### config.mk
export PLATFORM = sky130hd
export DESIGN_NAME = usfg_regs
export DESIGN_NICKNAME = d
export VERILOG_FILES = /design/src/logic/usfg_pkg.sv /design/src/logic/usfg_regs.sv
export VERILOG_INCLUDE_DIRS = /design/src /design/src/logic
export SDC_FILE = /design/constraint.sdc
export NUM_CORES = 2
export LEC_CHECK = 0
export BUFFER_PORTS_ARGS = -buffer_cell sky130_fd_sc_hd__buf_2
export CORE_MARGIN = 3
export CORE_UTILIZATION = 41
export CTS_BUF_LIST = sky130_fd_sc_hd__clkbuf_8 sky130_fd_sc_hd__clkbuf_16
export DETAILED_ROUTE_END_ITERATION = 8
export GPL_TIMING_DRIVEN = 1
export PLACE_DENSITY_LB_ADDON = 0.08
export SLEW_MARGIN = 20
export SYNTH_ARGS = -nofsm -noshare
export SYNTH_HDL_FRONTEND = slang
export SYNTH_SLANG_ARGS = --single-unit
### constraint.sdc
create_clock -name clk -period 10.7 [get_ports clk]
set_input_delay 0.535 -clock clk [delete_from_list [all_inputs] [get_ports clk]]
set_output_delay 0.535 -clock clk [all_outputs]
set_load 0.05 [all_outputs]
### src/logic/usfg_defs.svh
// register offsets, field positions, reset values and levels of the
// status, flow, level and pin register group of one serial channel.
// assumes the includer compiles it once per unit; guard keeps it safe.
`ifndef USFG_DEFS_SVH
`define USFG_DEFS_SVH

// ******************************************************
// register offsets
// ******************************************************
`define USFG_OFS_LINE_STATUS  4'h5
`define USFG_OFS_MODEM_STAT   4'h6
`define USFG_OFS_THRESHOLDS   4'h6
`define USFG_OFS_SCRATCH      4'h7
`define USFG_OFS_TRIGGERS     4'h7
`define USFG_OFS_TX_FREE      4'h8
`define USFG_OFS_RX_FILL      4'h9
`define USFG_OFS_PIN_DIR      4'hA
`define USFG_OFS_PIN_LEVEL    4'hB
`define USFG_OFS_PIN_IRQ_EN   4'hC
`define USFG_OFS_PIN_FUNC     4'hE

// ******************************************************
// fields, reset values and levels
// ******************************************************
`define USFG_FUNC_LATCH       0
`define USFG_FUNC_MODEM_A     1
`define USFG_FUNC_MODEM_B     2
`define USFG_FUNC_SW_RESET    3
`define USFG_SCRATCH_RESET    8'hFF
`define USFG_FIFO_DEPTH       64
`define USFG_FIFO_WIDTH       11
`define USFG_FIFO_FULL        7'h40
`define USFG_LVL_CODE0        7'h08
`define USFG_LVL_CODE1        7'h10
`define USFG_LVL_CODE2        7'h38
`define USFG_LVL_CODE3        7'h3C

`endif

### src/logic/usfg_pkg.sv
// types shared by the status, flow, level and pin register group.
// assumes nothing of its surroundings.
package usfg_pkg;

  // receive flow control: running or halted
  typedef enum logic {USFG_RUN, USFG_HALT} usfg_flow_t;

  // whole state of the register group
  typedef struct packed {
    logic       ovr;
    logic       brk_seen;
    logic [6:0] errcnt;
    logic [3:0] delta;
    logic [3:0] mprev;
    logic [7:0] scratch;
    logic [7:0] thresh;
    logic [7:0] trig;
    logic [7:0] dir;
    logic [7:0] lvl;
    logic [7:0] ien;
    logic [2:0] func;
    logic       srst;
    logic [7:0] gp_ref;
    logic [7:0] gp_pend;
    logic [7:0] gp_latch;
    logic [7:0] rdata;
    logic       rvalid;
    usfg_flow_t flow;
    logic       xoff;
    logic       xon;
  } usfg_state_t;

endpackage

### src/logic/usfg_regs.sv
// status, flow threshold, fifo level and pin register group of one
// serial channel, with its receive fifo. assumes the serial engines,
// modem control and host port logic sit outside and are synchronous.
//
// Operation
// - receive-ready flag is set while any character waits in the fifo
// - character arriving on full fifo sets overrun, fifo left untouched
// - parity and framing tags follow the character at the read position
// - break tag flagged; one break character per break run enters the fifo
// - holding-empty flag set when no transmit byte is held
// - transmitter-empty set only when holding and shift register empty
// - fifo error flag stands while any stored byte carries a tag
// - change flags for cts, dsr, cd set on change; modem interrupt
// - ring change flag sets only at the end of ringing
// - with auto cts, high cts input stops transmitter after character
// - upper modem bits are inverted pins, or control bits in loopback
// - scratch register is eight bits and resets to all ones
// - halt level is low nibble times four; at or above it, halt
// - resume level is high nibble times four; at or below, resume
// - nonzero low nibble times four sets the transmit trigger
// - nonzero high nibble sets receive trigger; timeout independent
// - level registers report free transmit and stored receive counts
// - direction bit picks input or output; level reads pins, drives
// - pin change interrupts when enabled; upper enables off as modem
// - writing one to the reset bit resets, then bit clears itself
// - modem select bits give pin groups to ri, cd, dtr, dsr
// - threshold and trigger registers replace status and scratch
`timescale 1ns/10ps
`default_nettype none
`include "usfg_defs.svh"

// ******************************************************
// receive fifo
// ******************************************************
module usfg_fifo #(
  parameter  int W     = 11,
  parameter  int DEPTH = 64,
  localparam int AW    = $clog2(DEPTH)
) (
  input  wire logic          clk,       // device clock
  input  wire logic          rst,       // sync reset, high
  input  wire logic          in_valid,  // write offered
  output logic               in_ready,  // room left
  input  wire logic [W-1:0]  in_data,   // word written
  output logic               out_valid, // word waiting
  input  wire logic          out_ready, // reader takes word
  output logic [W-1:0]       out_data,  // head word
  output logic [AW:0]        count      // stored words
);
  typedef struct packed {
    logic [DEPTH-1:0][W-1:0] mem;
    logic [AW-1:0]           wp;
    logic [AW-1:0]           rp;
    logic [AW:0]             cnt;
  } usfg_fifo_st_t;

  usfg_fifo_st_t s;
  usfg_fifo_st_t n;
  logic          push;
  logic          pop;

  // handshakes from stored count; depth is a power of two
  assign in_ready  = (s.cnt != (AW+1)'(DEPTH));
  assign out_valid = (s.cnt != '0);
  assign out_data  = s.mem[s.rp];
  assign count     = s.cnt;
  assign push      = in_valid & in_ready;
  assign pop       = out_valid & out_ready;

  // next state of pointers and storage
  always_comb begin
    n = s;
    if (push) begin
      n.mem[s.wp] = in_data;
      n.wp        = s.wp + 1'b1;
    end
    if (pop) begin
      n.rp = s.rp + 1'b1;
    end
    n.cnt = s.cnt + {{AW{1'b0}}, push} - {{AW{1'b0}}, pop};
    if (rst) begin
      n = '0;
    end
  end

  // register the state
  always_ff @(posedge clk) begin
    s <= n;
  end
endmodule

// ******************************************************
// register group
// ******************************************************
module usfg_regs (
  input  wire logic       clk,            // 40 MHz device clock
  input  wire logic       reset,          // sync reset, high
  input  wire logic [3:0] reg_addr,       // register offset
  input  wire logic       reg_wr,         // write strobe
  input  wire logic       reg_rd,         // read strobe
  input  wire logic [7:0] reg_wdata,      // write data
  output logic [7:0]      reg_rdata,      // read data
  output logic            reg_rvalid,     // read data valid
  input  wire logic       cfg_enh_en,     // enhanced functions on
  input  wire logic [4:0] cfg_mcr,        // modem control bits 4..0
  input  wire logic [1:0] cfg_tx_code,    // fifo control tx level
  input  wire logic [1:0] cfg_rx_code,    // fifo control rx level
  input  wire logic       cfg_ms_int_en,  // modem int enable
  input  wire logic       cfg_auto_cts,   // auto cts on
  input  wire logic       cfg_auto_rts,   // auto rts on
  input  wire logic       cfg_sw_flow,    // auto xon/xoff on
  input  wire logic       rx_in_valid,    // char completed
  output logic            rx_in_ready,    // fifo has room
  input  wire logic [7:0] rx_in_data,     // char value
  input  wire logic       rx_in_par_err,  // bad parity
  input  wire logic       rx_in_frm_err,  // bad stop bit
  input  wire logic       rx_in_break,    // break char
  output logic            rx_out_valid,   // char waiting
  input  wire logic       rx_out_ready,   // holding reg read
  output logic [7:0]      rx_out_data,    // head char
  input  wire logic [6:0] tx_hold_count,  // tx bytes held
  input  wire logic       tx_shift_busy,  // tx shifter busy
  input  wire logic       rx_line_idle,   // rx idle timeout
  input  wire logic       cts_n,          // clear to send
  input  wire logic       dsr_n,          // data set ready
  input  wire logic       ri_n,           // ring indicator
  input  wire logic       cd_n,           // carrier detect
  input  wire logic [7:0] gpio_in,        // pin levels
  output logic [7:0]      gpio_out,       // pin drive values
  output logic [7:0]      gpio_oe,        // pin drive enables
  input  wire logic       chb_dtr_n,      // other channel dtr
  output logic [2:0]      chb_modem_n,    // other ch ri,cd,dsr
  output logic            rts_n,          // request to send
  output logic            tx_stop,        // hold transmitter
  output logic            xoff_req,       // send xoff, pulse
  output logic            xon_req,        // send xon, pulse
  output logic            tx_ready_int,   // tx space at trigger
  output logic            rx_data_int,    // rx fill at trigger
  output logic            rx_timeout_int, // rx timeout
  output logic            modem_int,      // modem status int
  output logic            gpio_int,       // pin change int
  output logic            soft_reset      // software reset pulse
);
  import usfg_pkg::*;

  usfg_state_t s;
  usfg_state_t n;
  logic        rst;
  logic        alt_map;
  logic        mdm_a;
  logic        mdm_b;
  logic        latch;
  logic [7:0]  line_status;
  logic [3:0]  mstat;
  logic [3:0]  mchg;
  logic [7:0]  modem_input_status;
  logic [6:0]  fill;
  logic [6:0]  free;
  logic [6:0]  halt_lvl;
  logic [6:0]  res_lvl;
  logic [6:0]  tx_trig;
  logic [6:0]  rx_trig;
  logic        f_ready;
  logic        f_valid;
  logic [10:0] f_head;
  logic        skip_brk;
  logic        push;
  logic        pop;
  logic        overrun;
  logic        push_tag;
  logic        pop_tag;
  logic [7:0]  gp_diff;
  logic [7:0]  gp_irq;
  logic [7:0]  gp_read;
  logic [7:0]  ien_eff;

  // level codes of the fifo control register
  function automatic logic [6:0] code_lvl(input logic [1:0] c);
    case (c)
      2'b00:   code_lvl = `USFG_LVL_CODE0;
      2'b01:   code_lvl = `USFG_LVL_CODE1;
      2'b10:   code_lvl = `USFG_LVL_CODE2;
      default: code_lvl = `USFG_LVL_CODE3;
    endcase
  endfunction

  // software reset acts one cycle after the write, as a sync reset
  assign rst     = reset | s.srst;
  assign alt_map = cfg_enh_en & cfg_mcr[2];
  assign mdm_a   = s.func[`USFG_FUNC_MODEM_A];
  assign mdm_b   = s.func[`USFG_FUNC_MODEM_B];
  assign latch   = s.func[`USFG_FUNC_LATCH];

  // ******************************************************
  // receive fifo and its tags
  // ******************************************************
  // one break char
  assign skip_brk = rx_in_break & s.brk_seen;
  assign push     = rx_in_valid & f_ready & ~skip_brk;
  assign overrun  = rx_in_valid & ~f_ready;
  assign pop      = f_valid & rx_out_ready;
  assign push_tag = push & (rx_in_par_err | rx_in_frm_err | rx_in_break);
  assign pop_tag  = pop & (|f_head[10:8]);

  usfg_fifo #(
    .W     (`USFG_FIFO_WIDTH),
    .DEPTH (`USFG_FIFO_DEPTH)
  ) u_rx_fifo (
    .clk       (clk),
    .rst       (rst),
    .in_valid  (rx_in_valid & ~skip_brk),
    .in_ready  (f_ready),
    .in_data   ({rx_in_break, rx_in_frm_err, rx_in_par_err, rx_in_data}),
    .out_valid (f_valid),
    .out_ready (rx_out_ready),
    .out_data  (f_head),
    .count     (fill)
  );

  // engine may stall on ready; a char offered while full is lost
  assign rx_in_ready  = f_ready;
  assign rx_out_valid = f_valid;
  assign rx_out_data  = f_head[7:0];

  // ******************************************************
  // status words
  // ******************************************************
  // free space count
  assign free = `USFG_FIFO_FULL - tx_hold_count;
  // line status bits; tags only for a real head
  assign line_status = {s.errcnt != 7'h00,
                (tx_hold_count == 7'h00) & ~tx_shift_busy,
                tx_hold_count == 7'h00,
                f_head[10:8] & {3{f_valid}},
                s.ovr,
                f_valid};

  // loopback or inverted pins, order cd ri dsr cts
  always_comb begin
    if (cfg_mcr[4]) begin
      mstat = {cfg_mcr[3], cfg_mcr[2], cfg_mcr[0], cfg_mcr[1]};
    end else if (mdm_a) begin
      mstat = ~{gpio_in[6], gpio_in[7], gpio_in[4], cts_n};
    end else begin
      mstat = ~{cd_n, ri_n, dsr_n, cts_n};
    end
  end

  // change detect; ring only when the ring input goes high
  assign mchg = {mstat[3] ^ s.mprev[3],
                 s.mprev[2] & ~mstat[2],
                 mstat[1] ^ s.mprev[1],
                 mstat[0] ^ s.mprev[0]};
  assign modem_input_status  = {mstat, s.delta};

  // ******************************************************
  // levels, triggers and interrupt requests
  // ******************************************************
  // levels are nibble times four
  assign halt_lvl = {1'b0, s.thresh[3:0], 2'b00};
  assign res_lvl  = {1'b0, s.thresh[7:4], 2'b00};
  // zero nibble falls back to fifo control code
  assign tx_trig  = (s.trig[3:0] != 4'h0) ? {1'b0, s.trig[3:0], 2'b00}
                                          : code_lvl(cfg_tx_code);
  assign rx_trig  = (s.trig[7:4] != 4'h0) ? {1'b0, s.trig[7:4], 2'b00}
                                          : code_lvl(cfg_rx_code);
  assign tx_ready_int   = free >= tx_trig;
  assign rx_data_int    = fill >= rx_trig;
  assign rx_timeout_int = f_valid & rx_line_idle;
  assign modem_int      = cfg_ms_int_en & (|s.delta);
  // transmitter pacing; engine finishes the char in progress
  assign tx_stop        = cfg_auto_cts & cts_n;
  assign rts_n          = cfg_auto_rts ? (s.flow == USFG_HALT)
                                       : ~cfg_mcr[1];
  assign xoff_req       = s.xoff;
  assign xon_req        = s.xon;

  // ******************************************************
  // general purpose pins
  // ******************************************************
  // change since last read, inputs only; upper masked as modem
  assign gp_diff = (gpio_in ^ s.gp_ref) & ~s.dir;
  assign gp_irq  = latch ? s.gp_pend : gp_diff;
  assign ien_eff = s.ien & ~{{4{mdm_a}}, 4'h0};
  assign gpio_int = |(gp_irq & ien_eff);
  // latched bits keep the level that raised them
  assign gp_read = latch ? ((s.gp_pend & s.gp_latch) | (~s.gp_pend & gpio_in))
                         : gpio_in;

  // drive; dtr pins take the modem value when selected
  always_comb begin
    gpio_out = s.lvl;
    if (mdm_a) begin
      gpio_out[5] = ~cfg_mcr[0];
    end
    if (mdm_b) begin
      gpio_out[1] = chb_dtr_n;
    end
  end
  assign gpio_oe     = s.dir;
  assign chb_modem_n = mdm_b ? {gpio_in[3], gpio_in[2], gpio_in[0]} : 3'b111;
  assign reg_rdata   = s.rdata;
  assign reg_rvalid  = s.rvalid;
  assign soft_reset  = s.srst;

  // ******************************************************
  // next state
  // ******************************************************
  always_comb begin
    n        = s;
    n.rvalid = reg_rd;
    n.xoff   = 1'b0;
    n.xon    = 1'b0;
    n.srst   = 1'b0;
    n.mprev  = mstat;

    // break run ends with the first normal char
    if (push) begin
      n.brk_seen = rx_in_break;
    end
    n.errcnt = s.errcnt + {6'h00, push_tag} - {6'h00, pop_tag};

    case (s.flow)
      USFG_RUN: begin
        if (fill >= halt_lvl) begin
          n.flow = USFG_HALT;
          n.xoff = cfg_sw_flow;
        end
      end
      default: begin
        if (fill <= res_lvl) begin
          n.flow = USFG_RUN;
          n.xon  = cfg_sw_flow;
        end
      end
    endcase

    // latch mode pending bits and captured level
    n.gp_pend  = s.gp_pend | gp_diff;
    n.gp_latch = (s.gp_latch & s.gp_pend) | (gpio_in & ~s.gp_pend);

    // register reads and their side effects
    if (reg_rd) begin
      if (reg_addr == `USFG_OFS_LINE_STATUS) begin
        n.rdata = line_status;
        n.ovr   = 1'b0;
      end else if (alt_map && reg_addr == `USFG_OFS_THRESHOLDS) begin
        n.rdata = s.thresh;
      end else if (alt_map && reg_addr == `USFG_OFS_TRIGGERS) begin
        n.rdata = s.trig;
      end else if (reg_addr == `USFG_OFS_MODEM_STAT) begin
        n.rdata = modem_input_status;
        n.delta = 4'h0;
      end else if (reg_addr == `USFG_OFS_SCRATCH) begin
        n.rdata = s.scratch;
      end else if (reg_addr == `USFG_OFS_TX_FREE) begin
        n.rdata = {1'b0, free};
      end else if (reg_addr == `USFG_OFS_RX_FILL) begin
        n.rdata = {1'b0, fill};
      end else if (reg_addr == `USFG_OFS_PIN_DIR) begin
        n.rdata = s.dir;
      end else if (reg_addr == `USFG_OFS_PIN_LEVEL) begin
        n.rdata   = gp_read;
        n.gp_ref  = gpio_in;
        n.gp_pend = 8'h00;
      end else if (reg_addr == `USFG_OFS_PIN_IRQ_EN) begin
        n.rdata = s.ien;
      end else if (reg_addr == `USFG_OFS_PIN_FUNC) begin
        n.rdata = {5'h00, s.func};
      end else begin
        n.rdata = 8'h00;
      end
    end

    // register writes; read-only and unmapped offsets are ignored
    if (reg_wr) begin
      if (alt_map && reg_addr == `USFG_OFS_THRESHOLDS) begin
        n.thresh = reg_wdata;
      end else if (alt_map && reg_addr == `USFG_OFS_TRIGGERS) begin
        n.trig = reg_wdata;
      end else if (reg_addr == `USFG_OFS_SCRATCH) begin
        n.scratch = reg_wdata;
      end else if (reg_addr == `USFG_OFS_PIN_DIR) begin
        n.dir = reg_wdata;
      end else if (reg_addr == `USFG_OFS_PIN_LEVEL) begin
        n.lvl = reg_wdata;
      end else if (reg_addr == `USFG_OFS_PIN_IRQ_EN) begin
        n.ien = reg_wdata;
      end else if (reg_addr == `USFG_OFS_PIN_FUNC) begin
        n.func = reg_wdata[2:0];
        n.srst = reg_wdata[`USFG_FUNC_SW_RESET];
      end
    end

    // events win over a clearing read in the same cycle
    n.ovr   = n.ovr | overrun;
    n.delta = n.delta | mchg;

    // reset values; pin reference taken from the live pins
    if (rst) begin
      n         = '0;
      n.scratch = `USFG_SCRATCH_RESET;
      n.flow    = USFG_RUN;
      n.gp_ref  = gpio_in;
      n.mprev   = mstat;
    end
  end

  // register the state
  always_ff @(posedge clk) begin
    s <= n;
  end
endmodule
`default_nettype wire

* Word level (Yosys, flattened, before mapping)
Cells that the tools add are included.
** Word-level totals
- Output and inout port bits :: 48
- Bits in registers :: 828
- Word-level logic and storage cells :: 257
- Input bits :: 65
** Cells by class
- Muxes and demuxes :: 53
- Equal/unequal tests :: 22
- Reductions and logical operators :: 26
- $add $sub $neg :: 7
- Bitwise logic cells :: 54
- $lt $le $gt $ge :: 7
** Operators with widths (count)
- bitwise mux 704 bit :: 1
- two-way mux 16 bit :: 10
- two-way mux 8 bit :: 13
- binary-select mux 11 bit (select 6 bit) :: 1
- demux 11 bit (select 6 bit) :: 1
- AND 8 bit :: 5
- two-way mux 36 bit :: 1
- case mux 6 bit (3 select lines) :: 2
- two-way mux 4 bit :: 7
- == test 4 bit, second input constant :: 6
- inverter 8 bit :: 3
- two-way mux 11 bit :: 2
- inverter 1 bit :: 17
- inequality test 2 bit, second input constant :: 8
- bitwise OR 8 bit :: 2
- AND 1 bit :: 15
- adder 7 x 1 -> 7 bit :: 2
- >= comparator 7 bit :: 2
- less-than comparator 6 x 7 -> 1 bit, second input constant :: 2
- two-way mux 7 bit :: 2
- nonzero test 7 bit :: 2
- subtractor 7 x 1 -> 7 bit :: 2
- adder 6 x 1 -> 6 bit, second input constant :: 2
- == test 4 x 3 -> 1 bit, second input constant :: 3
- 33 further kinds :: 58

* Depth between registers and ports, before layout
- Word-level depth :: 15
- Depth in mapped cells :: 21
- Mapped depth without buffers :: 17

* Cells and area by module
A second synthesis with hierarchy kept.
** Second synthesis, totals
- Cell total of the unflattened synthesis :: 4523
- Area, all modules :: 38493.2 sq um
** By module, submodules not included
- usfg_fifo :: seq. area each 14473.9 sq um, cells an instance 3794, instances 1, area each 32354.8 sq um
- usfg_regs :: seq. area each 2182.1 sq um, cells an instance 729, instances 1, area each 6138.4 sq um

* Worst setup path after synthesis
OpenSTA, ideal clock, no wires.
- Path type :: reg2reg
- Start :: register u_rx_fifo.s[7] (netlist name)
- End :: register s[102] (netlist name)
- Required time :: 10.630 ns
- Setup slack :: 6.797 ns
- Data arrival time :: 3.832 ns
- Library setup time :: 0.070 ns
- Stages on the path, launching flop included :: 19
- Path buffers :: 2
- Clock period less this slack :: 3.903 ns
- Path through :: dfxtp_1 -> buf_4 -> buf_2 -> mux4_2 -> mux4_2 -> nand2_1 -> nand3_1 -> o22ai_1 -> a21boi_1 -> ha_1 -> inv_1 -> ha_1 -> fa_1 -> a21oi_1 -> o21bai_1 -> a21oi_1 -> nor2_1 -> or3_1 -> a21oi_1
** On the way
- Word-level cells in the longest chain between the ends :: 5
** RTL lines
- start: declaration :: RTL line usfg_regs.sv:57 : usfg_fifo_st_t s;
- start signal: assignment :: RTL line usfg_regs.sv:88 : s <= n;
- binary-select mux 11 bit (select 6 bit) :: RTL line usfg_regs.sv:65 : assign out_data = s.mem[s.rp];
- two-way mux 11 bit (not written as such) :: RTL line usfg_regs.sv:65
- OR reduction 3 bit :: RTL line usfg_regs.sv:203 : assign pop_tag = pop & (|f_head[10:8]);
- AND 1 bit :: RTL line usfg_regs.sv:203
- subtractor 7 x 1 -> 7 bit :: RTL line usfg_regs.sv:321 : n.errcnt = s.errcnt + {6'h00, push_tag} - {6'h00, pop_tag};
- end signal: assignment :: RTL line usfg_regs.sv:411 : s <= n;
- end: declaration :: RTL line usfg_regs.sv:146 : usfg_state_t s;
No other way between the ends. The select of a mux whose other input is x is not followed.
A chain may end at the register's enable or synchronous reset.

* Final worst setup path
Same ends and word-level chain as after synthesis.

==> results.ini <==
[clock_network]
clock_tree.root_cell=sky130_fd_sc_hd__clkbuf_16
hold_buffers=0
cts-buffers-inserted=93
cts_repair_resize_count=0
clkTransAtPathRegs_ps=60
cts_buffer_depth=3
clock_insertion_delay_worst_skew_ps=660
count_of_buffers_added_by_post_cts_timing_repair_for_setup=0
clock_tree.htree_level_count=3
tritoncts=yes
numClockSinks=828

[outcome]
status=finished, final reports clean

[place]
preCtsSetupSlack_ps=5140
finalWeightedCongestion=0.834
detailedPlacementHpwl_microns=72500
dpl-instance-area_sq_um=38800
placement.io_buffers=112
dpl.cell_count=4936

[synthesis]
seq_area_frac_synth_pct=44.0
syn_area_sq_um=37800
netlist-cell-type-count=72
synth_ff_type=sky130_fd_sc_hd__dfxtp_1
ys_ff_latch=828
synth_edf_count=8
avgSynthCellArea_sq_um=9.50
synthesis.nets=4084
synthesis.yosys.warnings=0
async_flop_share_pct=0
cells_after_synthesis=3980

[floorplanning]
core-area_sq_um=90700
row_count=110
floorplan.die.height_microns=310
die_area_sq_um=95900
starting_utilization_of_the_core_area_pct=41.7
die_width_microns=310
top_level_ports=113

[pwr]
switchingPower_w=0.00209
cellInternalPower_w=0.00537
power.ir.vdd_worst_v=0.000128
power_density_nw_per_um2=179
power.share.clock_pct=42.1
power.sequential.fraction_pct=43.6
netSwitchingFraction_pct=28.1
power.combinational.fraction_pct=14.3
leakage_nw=15.0

[finish]
nNetsFinal=3959
drive_above_1_share_pct=14.0
syn2layout_area_growth_pct=10.4
fillers=8658
layout.cell_area.non_filler_sq_um=41700
stdcell_count=5102

[grt]
grt_max_degree=178
grt_use_total_pct=24.6
grt_first_pass_wirelength_microns=181000
grt_antenna_before_repair=6
grt_remaining_overflow=0
first_global_vias=27800

[drt]
detailed_route_wire_length_per_cell_microns=23.4
vias=28900
firstDrtPassIters=7
viasPerCell=5.66
postRouteAntennaNets=0
drc=0
drt_first_iter_violations=2646
route.final.wire_length_microns=119000

[worst_setup_path]
regToRegStartpoint=u_rx_fifo.s[7]
critical_path_class=register to register
reg2reg_depth=17
worstSetupStartpointType=register
critical_path_peak_fanout=47
worst-endpoint-arrival_ps=6030
crit_path_end_kind=register
cp.required_ps=11260
worst_r2r_endpoint=s[102]
setup.reg_to_reg.worst_slack_ps=5230

[worst_hold_path]
hp-class=input port to register
hold_path.startpoint=cfg_sw_flow
worst_case_hold_path_end_point=xon_req
hold_depth=3

[timing]
tightest_slew_ps=1090
final_period_minus_worst_setup_slack_ps=5470
max_freq_mhz=183
finalSetupTns_ps=0
fin_hold_viols=0
timing.final.setup_violations=0
finalClockSkew_ps=19.1
max-slew-margin-rel_pct=27.5
fin_hold_ws_ps=125
report.final.slew_viol_count=0
final_min_period_over_clock_period_pct=51.1
grt_setup_unrepaired=false
post-route-worst-setup-slack_ps=5230

[flow_run]
cap_violations=0

## worst max path at each step
stage                         from      to  slack [ps]  cells past startpoint
floorplan           u_rx_fifo.s[7]  s[102]        6800                     18
global route        u_rx_fifo.s[7]  s[102]        4890                     17
detailed placement  u_rx_fifo.s[7]  s[102]        5140                     17
global placement    u_rx_fifo.s[7]  s[102]        5170                     17
finish              u_rx_fifo.s[7]  s[102]        5230                     17
CTS                 u_rx_fifo.s[7]  s[102]        5120                     17
## cells by family after synthesis
family	after synthesis	synth area share, %
buffers and inverters	445	5.07
AOI/OAI and AO/OA	553	8.13
muxes	703	25.2
adders and majority gates	39	1.33
DFF	828	44.0
and+or+nand+nor	1381	15.5
xor gates and xnor gates	31	0.718
## area by class of cell
type / count / area, sq um / area share, %
inverters: 39 / 146 / 0.351
diodes: 1 / 2.50 / 0.00599
well taps: 1176 / 1470 / 3.52
multi-input cells: 2707 / 19300 / 46.3
clock inverters: 57 / 438 / 1.05
clock buffers: 108 / 2540 / 6.10
repair buffers: 186 / 1160 / 2.77
flip-flops and latches: 828 / 16700 / 39.9
## Yosys cell counts (37+ instances only)
cell type	count	area, sq um
sky130_fd_sc_hd__ha_1	37	463
sky130_fd_sc_hd__o21ai_0	85	425
sky130_fd_sc_hd__clkbuf_1	244	916
sky130_fd_sc_hd__a21oi_1	359	1800
sky130_fd_sc_hd__buf_1	55	206
sky130_fd_sc_hd__mux2i_1	500	5000
sky130_fd_sc_hd__mux4_2	200	4500
sky130_fd_sc_hd__buf_2	73	365
sky130_fd_sc_hd__nand2_1	413	1550
sky130_fd_sc_hd__nor2_1	576	2160
sky130_fd_sc_hd__nand3_1	287	1440
sky130_fd_sc_hd__dfxtp_1	820	16400
## cell usage in the layout, fill, tap and decap left out, drive strengths merged, types with 11 or more instances in the layout
master	count
a21oi	359
a22oi	12
buf	186
clkbuf	108
clkinv	15
dfxtp	820
ha	37
inv	73
mux2i	500
mux4	200
nand2	413
nand2b	13
nand3	287
nor2	576
nor2b	22
nor3	11
o21ai	89
o22ai	12
xnor2	20
xor2	11
## registers in the layout (all words and copies together), names as in the netlist
name,cells
u_rx_fifo.count,7
line_status,1
modem_input_status,4
xoff_req,1
reg_rdata,8
mdm_a,1
soft_reset,1
gpio_oe,8
mdm_b,1
u_rx_fifo.s,716
gpio_out,6
halt_lvl,4
res_lvl,4
s,63
reg_rvalid,1
latch,1
xon_req,1
## per-layer routing
metal	GRT usage [%]	vias to the layer above	wire [microns]
li1	-	13600	-
met1	35.4	14400	56200
met2	38.6	674	53900
met3	3.74	181	5830
met4	6.73	6	3160
met5	0	-	42
## critical path: stages, from the launching register on
cell and delay (ps):
sky130_fd_sc_hd__dfxtp_4 920, sky130_fd_sc_hd__buf_4 830, sky130_fd_sc_hd__mux4_2 660, sky130_fd_sc_hd__mux4_2 470, sky130_fd_sc_hd__nand2_1 80, sky130_fd_sc_hd__nand3_1 100, sky130_fd_sc_hd__o22ai_1 160, sky130_fd_sc_hd__a21boi_1 140
sky130_fd_sc_hd__ha_1 300, sky130_fd_sc_hd__inv_1 40, sky130_fd_sc_hd__ha_1 210, sky130_fd_sc_hd__fa_1 460, sky130_fd_sc_hd__a21oi_1 170, sky130_fd_sc_hd__o21bai_1 110, sky130_fd_sc_hd__a21oi_1 160, sky130_fd_sc_hd__nor2_1 60
sky130_fd_sc_hd__or3_1 340, sky130_fd_sc_hd__a21oi_1 140
## per-stage QoR
stage | power [W] | util (%)
2_1_floorplan | 0.00410 | -
3_3_place_gp | 0.00439 | 42.7
3_5_place_dp | 0.00440 | 42.7
4_1_cts | 0.00755 | 46.0
5_1_grt | 0.00776 | 46.0
6_report | 0.00746 | 46.0
## power groups by stage
stage | combinational, W | clock, W | sequential (W)
6_report | 0.00106 | 0.00314 | 0.00325
3_3_place_gp | 0.00107 | 0 | 0.00332
2_1_floorplan | 0.000853 | 0 | 0.00325
5_1_grt | 0.00117 | 0.00333 | 0.00326
3_5_place_dp | 0.00107 | 0 | 0.00332
4_1_cts | 0.00108 | 0.00322 | 0.00325
No activity file was read; power rests on OpenSTA's default activity.
